`config.mk`:
```
export PLATFORM = sky130hd
export DESIGN_NAME = dsbs_sequencer
export DESIGN_NICKNAME = d
export VERILOG_FILES = /design/src/dsbs_pkg.sv /design/src/dsbs_ramp_tick.sv /design/src/dsbs_sequencer.sv
export SDC_FILE = /design/constraint.sdc
export NUM_CORES = 2
export LEC_CHECK = 0
export ABC_AREA = 1
export BUFFER_PORTS_ARGS = -buffer_cell sky130_fd_sc_hd__buf_2
export CAP_MARGIN = 10
export CORE_UTILIZATION = 30
export DETAILED_ROUTE_END_ITERATION = 7
export GPL_ROUTABILITY_DRIVEN = 0
export PLACE_DENSITY = 0.48
export SYNTH_ARGS = -nofsm -noshare
export SYNTH_HDL_FRONTEND = slang
export SYNTH_SLANG_ARGS = --single-unit
```
`constraint.sdc`:
```
create_clock -name core_clk -period 17.9 [get_ports core_clk]
set_input_delay 5.37 -clock core_clk [delete_from_list [all_inputs] [get_ports core_clk]]
set_output_delay 5.37 -clock core_clk [all_outputs]
set_load 0.01 [all_outputs]
```
`src/dsbs_pkg.sv`:
```
/*
 * Shared constants of the stop and DC brake sequencer: parameter indices,
 * reset values, value limits, fixed frequencies and timing counts.
 * Assumes a single 125 MHz core clock; frequencies are in 0.1 Hz units.
 */
`default_nettype none

package dsbs_pkg;

    // Parameter indices, equal to their numeric identifiers.
    localparam logic [7:0] STOP_BEH_IDX    = 8'h85;
    localparam logic [7:0] BRAKE_FN_IDX    = 8'h99;
    localparam logic [7:0] BRAKE_DUR_IDX   = 8'h9A;
    localparam logic [7:0] BRAKE_VOLT_IDX  = 8'h9B;
    localparam logic [7:0] BRAKE_ONSET_IDX = 8'h9C;
    localparam logic [7:0] STATUS_IDX      = 8'h80;

    // Reset values.
    localparam logic [15:0] STOP_BEH_RST    = 16'h0001;
    localparam logic [15:0] BRAKE_FN_RST    = 16'h0000;
    localparam logic [15:0] BRAKE_DUR_RST   = 16'h0000;
    localparam logic [15:0] BRAKE_VOLT_RST  = 16'h0000;
    localparam logic [15:0] BRAKE_ONSET_RST = 16'h0000;

    // Highest legal value of each setting; duration is in 0.1 s units.
    localparam logic [15:0] STOP_BEH_MAX  = 16'h0001;
    localparam logic [15:0] BRAKE_FN_MAX  = 16'h0003;
    localparam logic [15:0] BRAKE_DUR_MAX = 16'h0064;
    localparam logic [15:0] PCT_MAX       = 16'h0064;

    // Brake function field: bit 0 brakes on stop, bit 1 before start.
    localparam int FN_STOP_BIT  = 0;
    localparam int FN_START_BIT = 1;

    // Stop behaviour field value for a ramped stop.
    localparam logic STOP_RAMPED = 1'b1;

    // Frequencies in 0.1 Hz units.
    localparam logic [15:0] FIXED_FREQ_DHZ = 16'h00C8;
    localparam logic [15:0] SPAN_50_DHZ    = 16'h01F4;
    localparam logic [15:0] SPAN_60_DHZ    = 16'h0258;

    // Selector value that hands control to the terminals.
    localparam logic [3:0] CTRL_SRC_TERMINAL = 4'h0;
    localparam logic [3:0] TERM_FN_DEFAULT   = 4'h0;

    // Timing: one tenth of a second in core clock cycles.
    localparam int CLK_PERIOD_NS = 8;
    localparam int TENTH_S_NS    = 100_000_000;
    localparam int CYC_PER_DS    = TENTH_S_NS / CLK_PERIOD_NS;

    // Run sequence states.
    typedef enum logic [2:0] {
        ST_IDLE       = 3'b000,
        ST_PRE_BRAKE  = 3'b001,
        ST_RUN        = 3'b010,
        ST_RAMP_DOWN  = 3'b011,
        ST_STOP_BRAKE = 3'b100
    } dsbs_state_t;

endpackage

`default_nettype wire

```
`src/dsbs_ramp_tick.sv`:
```
/*
 * Fractional rate generator for the frequency ramps: pulses tick so that
 * step_num steps are spread evenly over period_den clock cycles.
 * Assumes step_num is below 2**16 and period_den fits ACC_W bits.
 */
`timescale 1ns/1ps
`default_nettype none

module dsbs_ramp_tick #(
    parameter int ACC_W = 40
) (
    input  wire logic             core_clk,
    input  wire logic             rst,
    input  wire logic             enable,
    input  wire logic [15:0]      step_num,
    input  wire logic [ACC_W-1:0] period_den,
    output logic                  tick
);

    logic [ACC_W-1:0] acc_reg;
    logic [ACC_W-1:0] acc_next;
    logic [ACC_W-1:0] acc_sum;

    // Accumulate the step count each cycle; a tick spends one period.
    // Clearing while idle stops a stale remainder from firing early.
    always_comb
    begin
        acc_sum = acc_reg + ACC_W'(step_num);
        tick    = enable && (acc_sum >= period_den);
        if (!enable)
            acc_next = '0;
        else if (tick)
            acc_next = acc_sum - period_den;
        else
            acc_next = acc_sum;
    end

    // Accumulator register.
    always_ff @(posedge core_clk or posedge rst)
    begin
        if (rst)
            acc_reg <= '0;
        else
            acc_reg <= acc_next;
    end

endmodule

`default_nettype wire

```
`src/dsbs_sequencer.sv`:
```
/*
 * Stop and DC brake sequencer of a variable speed drive, with decoding of
 * the run, fault and fixed-speed terminals and the five brake parameters.
 * Assumes terminal inputs synchronous to core_clk; parameters are written
 * and read by index through a simple strobe port.
 */
`timescale 1ns/1ps
`default_nettype none

// How it works
// - With ramped stop selected, removing the run command ramps to 0 Hz.
// - With coasting stop selected, removing the run command cuts output.
// - Brake function 0 is off, 1 on stop, 2 before start, 3 both.
// - DC braking lasts the programmed time, 0 to 10 s.
// - The brake level is 0 to 100 percent of the rated motor voltage.
// - A ramped stop hands over to braking at the onset frequency.
// - A coasting stop brakes at once and ignores the onset frequency.
// - Clockwise is unsigned, counterclockwise is a negative frequency.
// - Under terminal control, clockwise and counterclockwise run inputs both high switch off.
// - The fault input must be high to run; low switches the drive off.
// - The first fixed-speed input runs at 20 Hz, ignoring the analog.
// - The analog reference spans zero up to 50 or 60 Hz.
// - Selectors at 0 take commands and setpoints from the terminals.
// - The configuration module acts only with control source 0.
module dsbs_sequencer #(
    parameter int REF_W      = 10,
    parameter int CYC_PER_DS = dsbs_pkg::CYC_PER_DS
) (
    input  wire logic             core_clk,
    input  wire logic             rst,
    input  wire logic             par_wr_en,
    input  wire logic             par_rd_en,
    input  wire logic [7:0]       par_addr,
    input  wire logic [15:0]      par_wr_data,
    output logic [15:0]           par_rd_data,
    output logic                  par_rd_valid,
    input  wire logic             run_clockwise,
    input  wire logic             run_counterclockwise,
    input  wire logic             external_fault_input,
    input  wire logic             fixed_speed_one,
    input  wire logic [REF_W-1:0] analog_ref,
    input  wire logic             span_60hz,
    input  wire logic [15:0]      accel_time_ds,
    input  wire logic [15:0]      decel_time_ds,
    input  wire logic [3:0]       ctrl_source,
    input  wire logic [3:0]       terminal_function,
    input  wire logic             cfg_module_present,
    input  wire logic [3:0]       cfg_mode_switch,
    input  wire logic             remote_run,
    input  wire logic             remote_ccw,
    input  wire logic [15:0]      remote_freq_dhz,
    output logic                  drive_enable,
    output logic signed [16:0]    out_freq_dhz,
    output logic                  dc_brake_on,
    output logic [6:0]            dc_brake_volt_pct,
    output logic [2:0]            drive_state
);

    localparam int ACC_W = 48;

    // Short local names for the run states; the codes live in the package.
    localparam dsbs_pkg::dsbs_state_t ST_IDLE       = dsbs_pkg::ST_IDLE;
    localparam dsbs_pkg::dsbs_state_t ST_PRE_BRAKE  = dsbs_pkg::ST_PRE_BRAKE;
    localparam dsbs_pkg::dsbs_state_t ST_RUN        = dsbs_pkg::ST_RUN;
    localparam dsbs_pkg::dsbs_state_t ST_RAMP_DOWN  = dsbs_pkg::ST_RAMP_DOWN;
    localparam dsbs_pkg::dsbs_state_t ST_STOP_BRAKE = dsbs_pkg::ST_STOP_BRAKE;

    // Parameter store.
    logic [15:0] stop_behaviour_reg, stop_behaviour_next;
    logic [15:0] dc_brake_function_reg, dc_brake_function_next;
    logic [15:0] dc_brake_duration_reg, dc_brake_duration_next;
    logic [15:0] dc_brake_voltage_pct_reg, dc_brake_voltage_pct_next;
    logic [15:0] dc_brake_onset_freq_pct_reg, dc_brake_onset_freq_pct_next;
    logic [15:0] rd_data_reg, rd_data_next;
    logic        rd_valid_reg, rd_valid_next;

    // Sequencer state.
    dsbs_pkg::dsbs_state_t st_reg, st_next;
    logic [15:0]        freq_reg, freq_next;
    logic               ccw_reg, ccw_next;
    logic [31:0]        pre_reg, pre_next;
    logic [15:0]        ds_reg, ds_next;
    logic               en_out_reg, en_out_next;
    logic               brk_out_reg, brk_out_next;
    logic signed [16:0] fout_reg, fout_next;

    // Decoded controls.
    logic             term_ctl, run_req, kill, dir_req;
    logic [3:0]       eff_term_fn;
    logic [15:0]      span, target, goal;
    logic             brake_stop, brake_start, ramped, at_onset;
    logic             braking, brake_done, ramp_en, ramp_tick, ramp_up;
    logic [ACC_W-1:0] ramp_den;

    // Parameter writes; out-of-range values are dropped, not clamped.
    always_comb
    begin
        stop_behaviour_next          = stop_behaviour_reg;
        dc_brake_function_next       = dc_brake_function_reg;
        dc_brake_duration_next       = dc_brake_duration_reg;
        dc_brake_voltage_pct_next    = dc_brake_voltage_pct_reg;
        dc_brake_onset_freq_pct_next = dc_brake_onset_freq_pct_reg;
        if (par_wr_en)
        begin
            unique case (par_addr)
                dsbs_pkg::STOP_BEH_IDX:
                    if (par_wr_data <= dsbs_pkg::STOP_BEH_MAX)
                        stop_behaviour_next = par_wr_data;
                dsbs_pkg::BRAKE_FN_IDX:
                    if (par_wr_data <= dsbs_pkg::BRAKE_FN_MAX)
                        dc_brake_function_next = par_wr_data;
                dsbs_pkg::BRAKE_DUR_IDX:
                    if (par_wr_data <= dsbs_pkg::BRAKE_DUR_MAX)
                        dc_brake_duration_next = par_wr_data;
                dsbs_pkg::BRAKE_VOLT_IDX:
                    if (par_wr_data <= dsbs_pkg::PCT_MAX)
                        dc_brake_voltage_pct_next = par_wr_data;
                dsbs_pkg::BRAKE_ONSET_IDX:
                    if (par_wr_data <= dsbs_pkg::PCT_MAX)
                        dc_brake_onset_freq_pct_next = par_wr_data;
                default: ;
            endcase
        end
        // Reads answer one cycle later; unknown indices read zero.
        rd_valid_next = par_rd_en;
        rd_data_next  = rd_data_reg;
        if (par_rd_en)
        begin
            unique case (par_addr)
                dsbs_pkg::STOP_BEH_IDX:    rd_data_next = stop_behaviour_reg;
                dsbs_pkg::BRAKE_FN_IDX:    rd_data_next = dc_brake_function_reg;
                dsbs_pkg::BRAKE_DUR_IDX:   rd_data_next = dc_brake_duration_reg;
                dsbs_pkg::BRAKE_VOLT_IDX:
                    rd_data_next = dc_brake_voltage_pct_reg;
                dsbs_pkg::BRAKE_ONSET_IDX:
                    rd_data_next = dc_brake_onset_freq_pct_reg;
                dsbs_pkg::STATUS_IDX:
                    rd_data_next = {13'h0000, st_reg};
                default:                   rd_data_next = 16'h0000;
            endcase
        end
    end

    // Parameter registers.
    always_ff @(posedge core_clk or posedge rst)
    begin
        if (rst)
        begin
            stop_behaviour_reg          <= dsbs_pkg::STOP_BEH_RST;
            dc_brake_function_reg       <= dsbs_pkg::BRAKE_FN_RST;
            dc_brake_duration_reg       <= dsbs_pkg::BRAKE_DUR_RST;
            dc_brake_voltage_pct_reg    <= dsbs_pkg::BRAKE_VOLT_RST;
            dc_brake_onset_freq_pct_reg <= dsbs_pkg::BRAKE_ONSET_RST;
            rd_data_reg                 <= 16'h0000;
            rd_valid_reg                <= 1'b0;
        end
        else
        begin
            stop_behaviour_reg          <= stop_behaviour_next;
            dc_brake_function_reg       <= dc_brake_function_next;
            dc_brake_duration_reg       <= dc_brake_duration_next;
            dc_brake_voltage_pct_reg    <= dc_brake_voltage_pct_next;
            dc_brake_onset_freq_pct_reg <= dc_brake_onset_freq_pct_next;
            rd_data_reg                 <= rd_data_next;
            rd_valid_reg                <= rd_valid_next;
        end
    end

    // Command source and terminal decoding. The module's switch only
    // counts while the control source leaves the terminals in charge.
    always_comb
    begin
        eff_term_fn = (cfg_module_present
                       && ctrl_source == dsbs_pkg::CTRL_SRC_TERMINAL)
                      ? cfg_mode_switch : terminal_function;
        term_ctl = (ctrl_source == dsbs_pkg::CTRL_SRC_TERMINAL)
                   && (eff_term_fn == dsbs_pkg::TERM_FN_DEFAULT);
        kill = !external_fault_input
               || (term_ctl && run_clockwise && run_counterclockwise);
        run_req = !kill && (term_ctl
                  ? (run_clockwise ^ run_counterclockwise) : remote_run);
        dir_req = term_ctl ? run_counterclockwise : remote_ccw;
        span = span_60hz ? dsbs_pkg::SPAN_60_DHZ : dsbs_pkg::SPAN_50_DHZ;
        // Full scale maps exactly to the span, not one step below it.
        if (!term_ctl)
            target = (remote_freq_dhz > span) ? span : remote_freq_dhz;
        else if (fixed_speed_one)
            target = dsbs_pkg::FIXED_FREQ_DHZ;
        else if (&analog_ref)
            target = span;
        else
            target = 16'((32'(analog_ref) * 32'(span)) >> REF_W);
        brake_stop  = dc_brake_function_reg[dsbs_pkg::FN_STOP_BIT];
        brake_start = dc_brake_function_reg[dsbs_pkg::FN_START_BIT];
        ramped = (stop_behaviour_reg[0] == dsbs_pkg::STOP_RAMPED);
        // Compare by cross-multiplying so no divider is needed.
        at_onset = (32'(freq_reg) * 32'(dsbs_pkg::PCT_MAX))
                   <= (32'(dc_brake_onset_freq_pct_reg) * 32'(span));
    end

    // One rate generator serves both ramps; a zero time steps every cycle.
    always_comb
    begin
        goal     = (st_reg == ST_RAMP_DOWN) ? 16'h0000 : target;
        ramp_up  = goal > freq_reg;
        ramp_en  = (st_reg == ST_RUN || st_reg == ST_RAMP_DOWN)
                   && (goal != freq_reg);
        ramp_den = ACC_W'(ramp_up ? accel_time_ds : decel_time_ds)
                   * ACC_W'(CYC_PER_DS);
    end

    dsbs_ramp_tick #(
        .ACC_W      (ACC_W)
    ) dsbs_ramp_tick_inst (
        .core_clk   (core_clk),
        .rst        (rst),
        .enable     (ramp_en),
        .step_num   (span),
        .period_den (ramp_den),
        .tick       (ramp_tick)
    );

    // Brake timer: a prescaler of tenths of a second and a tenth counter.
    always_comb
    begin
        braking    = (st_reg == ST_PRE_BRAKE) || (st_reg == ST_STOP_BRAKE);
        brake_done = ds_reg >= dc_brake_duration_reg;
        pre_next   = 32'h0000_0000;
        ds_next    = 16'h0000;
        if (braking && !brake_done)
        begin
            if (pre_reg == 32'(CYC_PER_DS - 1))
                ds_next = ds_reg + 16'h0001;
            else
            begin
                pre_next = pre_reg + 32'h0000_0001;
                ds_next  = ds_reg;
            end
        end
    end

    // Run sequence. Fault and interlock cut the output from any state
    // without braking, since the stage may itself be the fault.
    always_comb
    begin
        st_next   = st_reg;
        freq_next = freq_reg;
        ccw_next  = ccw_reg;
        if (ramp_tick)
            freq_next = ramp_up ? freq_reg + 16'h0001 : freq_reg - 16'h0001;
        if (kill)
        begin
            st_next   = ST_IDLE;
            freq_next = 16'h0000;
        end
        else
        begin
            unique case (st_reg)
                ST_IDLE:
                    if (run_req)
                    begin
                        ccw_next = dir_req;
                        st_next  = brake_start ? ST_PRE_BRAKE : ST_RUN;
                    end
                ST_PRE_BRAKE:
                    if (!run_req)
                        st_next = ST_IDLE;
                    else if (brake_done)
                        st_next = ST_RUN;
                ST_RUN:
                    if (!run_req && ramped)
                        st_next = ST_RAMP_DOWN;
                    else if (!run_req)
                    begin
                        freq_next = 16'h0000;
                        st_next = brake_stop ? ST_STOP_BRAKE : ST_IDLE;
                    end
                ST_RAMP_DOWN:
                    if (run_req && dir_req == ccw_reg)
                        st_next = ST_RUN;
                    else if (brake_stop && at_onset)
                    begin
                        freq_next = 16'h0000;
                        st_next   = ST_STOP_BRAKE;
                    end
                    else if (freq_reg == 16'h0000)
                        st_next = ST_IDLE;
                ST_STOP_BRAKE:
                    if (brake_done)
                        st_next = ST_IDLE;
                default:
                    st_next = ST_IDLE;
            endcase
        end
        // Outputs follow the next state so they change with it.
        en_out_next  = (st_next == ST_RUN) || (st_next == ST_RAMP_DOWN);
        brk_out_next = (st_next == ST_PRE_BRAKE)
                       || (st_next == ST_STOP_BRAKE);
        fout_next = ccw_next ? -$signed({1'b0, freq_next})
                             : $signed({1'b0, freq_next});
    end

    // Sequencer registers.
    always_ff @(posedge core_clk or posedge rst)
    begin
        if (rst)
        begin
            st_reg      <= ST_IDLE;
            freq_reg    <= 16'h0000;
            ccw_reg     <= 1'b0;
            pre_reg     <= 32'h0000_0000;
            ds_reg      <= 16'h0000;
            en_out_reg  <= 1'b0;
            brk_out_reg <= 1'b0;
            fout_reg    <= 17'sh0_0000;
        end
        else
        begin
            st_reg      <= st_next;
            freq_reg    <= freq_next;
            ccw_reg     <= ccw_next;
            pre_reg     <= pre_next;
            ds_reg      <= ds_next;
            en_out_reg  <= en_out_next;
            brk_out_reg <= brk_out_next;
            fout_reg    <= fout_next;
        end
    end

    // Registered outputs; the level reads zero when not braking.
    assign drive_enable      = en_out_reg;
    assign dc_brake_on       = brk_out_reg;
    assign dc_brake_volt_pct = brk_out_reg ? dc_brake_voltage_pct_reg[6:0]
                                           : 7'h00;
    assign out_freq_dhz      = fout_reg;
    assign drive_state       = st_reg;
    assign par_rd_data       = rd_data_reg;
    assign par_rd_valid      = rd_valid_reg;
endmodule

`default_nettype wire

```
==> results.yml <==
status:
  outcome: "completed"
yosys:
  synth-simple-area-share_pct: 20.8
  yosysUniqueCellTypes: 65
  synth_xor_area_share_pct: 5.04
  synth-async-reset-ratio_pct: 100
  synth_compound_area_share_pct: 9.90
  avgSynthCellArea_sq_um: 7.68
  yosysWarnings: 0
  synth_ff_type: "dfrtp_1"
  ys_seq_area_share_pct: 19.7
  postSynthCellCount: 3781
  synth_area_sq_um: 29000
  synthMuxAreaShare_pct: 0
  synth_top_family_by_area: "adder cells"
  ys_seq_elements: 229
  synth_edf_count: 0
  yosys.area_share.adder_pct: 33.3
setup_path:
  end_kind: "flop"
  critPathSlowestCell: "fa_2"
  required_ns: 18.31
  crit_fanout: 8
  start_kind: "input port"
  path_class: "in -> reg"
  crit_arrival_ns: 18.31
  crit_path_max_incr_delay_ns: 0.65
place:
  port_buffers: 151
  hpwl_microns: 71900
  pre_cts_slack_ns: -1.00
  dp_cells: 5509
clocking:
  hold_buffers: 0
  numCtsBuffers: 27
  cts_tree: "yes"
  cts_buffer_depth: 3
  clock-sinks: 229
  cts-root-buf: "clkbuf_16"
  cts_max_level: 1
  path_clk_slew_ns: 0.06
  clk_latency_ns: 0.57
routing:
  dr_wl_met3_microns: 2140
  dr.max_layer_used: "met4"
  wl_met2_microns: 40400
  viasPerCell: 4.52
  first_pass_iters: 5
  wl_per_cell_microns: 15.2
  drc: 0
  ant_nets: 0
  drt-initial-drc-count: 1300
  met1_length_microns: 41500
  vias: 25300
  drt_wl_total_microns: 85100
grt:
  antenna_found_initial: 2
  grt_first_pass_wirelength_microns: 138000
  grt_pass1_vias: 25800
  grt_max_degree: 80
  grt_overflow: 0
  track_usage_pct: 17.5
timing:
  drv_slew: 0
  worst_slack_ns: 0.000782
  period_share_pct: 100
  min_period_ns: 17.90
  worstMarginPinSlew_ns: 1.01
  max_slew_margin_pct: 32.4
  finalHoldViolCount: 0
  final-setup-viol-count: 0
  fmax_mhz: 55.9
  skew_ns: 0.0117
  hold_slack_ns: 0.459
  rsz0062_at_grt: "yes"
floorplan:
  coreArea_sq_um: 95400
  die_width_microns: 313
  die_height_microns: 313
  initial_core_util_pct: 30.4
  dieArea_sq_um: 98000
  io_pins: 152
  rows: 113
finish:
  final_nets: 5055
  layout-drive-gt1-share_pct: 20.5
  insertedDiodeCount: 0
  area_delta_synth_final_pct: 24.5
  largest_reg_flops: 46
  final_cells: 5595
hold_path:
  hp-class: "reg -> reg"
job:
  max_cap_violations: 0
-- path summary, 6_finish.rpt --
path                                          start                    endpoint  slack, ns  depth (start not counted)
max in group asynchronous                       rst   out_freq_dhz[9]$_DFF_PP0_      11.57                          3
hold reg to reg                pre_reg[0]$_DFF_PP0_        pre_reg[0]$_DFF_PP0_       0.46                          1
min in group asynchronous                       rst       pre_reg[20]$_DFF_PP0_       4.87                          2
setup / recovery                          span_60hz  out_freq_dhz[16]$_DFF_PP0_     0.0008                         85
setup reg to reg           drive_state[2]$_DFF_PP0_  out_freq_dhz[16]$_DFF_PP0_       7.35                         67
hold / removal                 pre_reg[0]$_DFF_PP0_        pre_reg[0]$_DFF_PP0_       0.46                          1
-- kinds of logic after synthesis --
logic type | after synthesis
other | 2
DFF | 229
adders and majority gates | 640
and+or+nand+nor | 1377
buffers and inverters | 855
xor gates and xnor gates | 167
AOI/OAI and AO/OA | 511
-- placed cells by master, fill, tap and decap left out, drive strengths merged, types with 2 or more instances in the layout --
cell      count
o221ai        2
o211ai        9
nand3       137
clkinv       12
inv         783
conb         32
nor3         71
nor3b        11
nand2       679
o21bai       30
nor2        381
xnor2        59
or4           3
or2          19
buf         538
ha          418
a221oi        2
o22ai        41
a31oi        12
o21ai       168
a21o          8
o2111ai       2
fa          222
a211oi       11
nor4         16
clkbuf       38
clkinvlp      2
o311ai        2
o21a          8
xor2        108
and2          2
nand3b        8
a21oi       208
nand4        48
dfrtp       228
-- area by class of cell --
cell class,instances,area (sq um)
clock buffers,37,753
well taps,1265,1580
flip-flops and latches,229,5730
repair buffers,539,3830
multi-input cells,2727,21200
inverters,785,2980
clock inverters,13,114
fillers,10100,59300
-- metrics by stage --
stage | area (sq um) | util [%] | setup TNS (ns)
global route | 36200 | 37.9 | -29.48
detailed placement | 34200 | 35.8 | -47.05
global placement | 34200 | 35.8 | -37.82
CTS | 35300 | 36.9 | -0.108
finish | 36200 | 37.9 | 0
floorplan | 29500 | - | -0.669
-- timing repair --
item	in CTS	in global routing
gates cloned	0	1
endpoints found under the setup margin	38	75
pin swaps	28	101
resized for setup	27	185
hold endpoints to repair	0	0
buffers inserted	16	22
-- routing by layer --
layer,track usage [%],vias up
met4,2.39,0
met5,0,-
met1,24.3,11900
met3,1.34,53
li1,-,13000
met2,30.3,300
-- Yosys cell counts (46+ instances only) --
library cell  count  area share, %
inv_1           774             10
nand2_1         651            8.4
ha_1            418             18
nor2_1          356            4.6
dfrtp_1         228             20
fa_1            222             15
a21oi_1         205            3.5
o21ai_0         154            2.7
nand3_1         128            2.2
xor2_1          108            3.3
nor3_1           67            1.2
clkbuf_1         59           0.76
xnor2_1          59            1.8
nand4_1          46           0.99
-- worst max-delay path: cells and delay by family --
kind                       cells  cell delay [ns]
buffers and inverters         16             1.17
and+or+nand+nor               37             3.76
xor gates and xnor gates       1             0.18
adders and majority gates     16             5.97
AOI/OAI and AO/OA             15             1.77
Power is not shown: default switching activity piles up to over one toggle a cycle in this logic, so the estimate is an artifact.
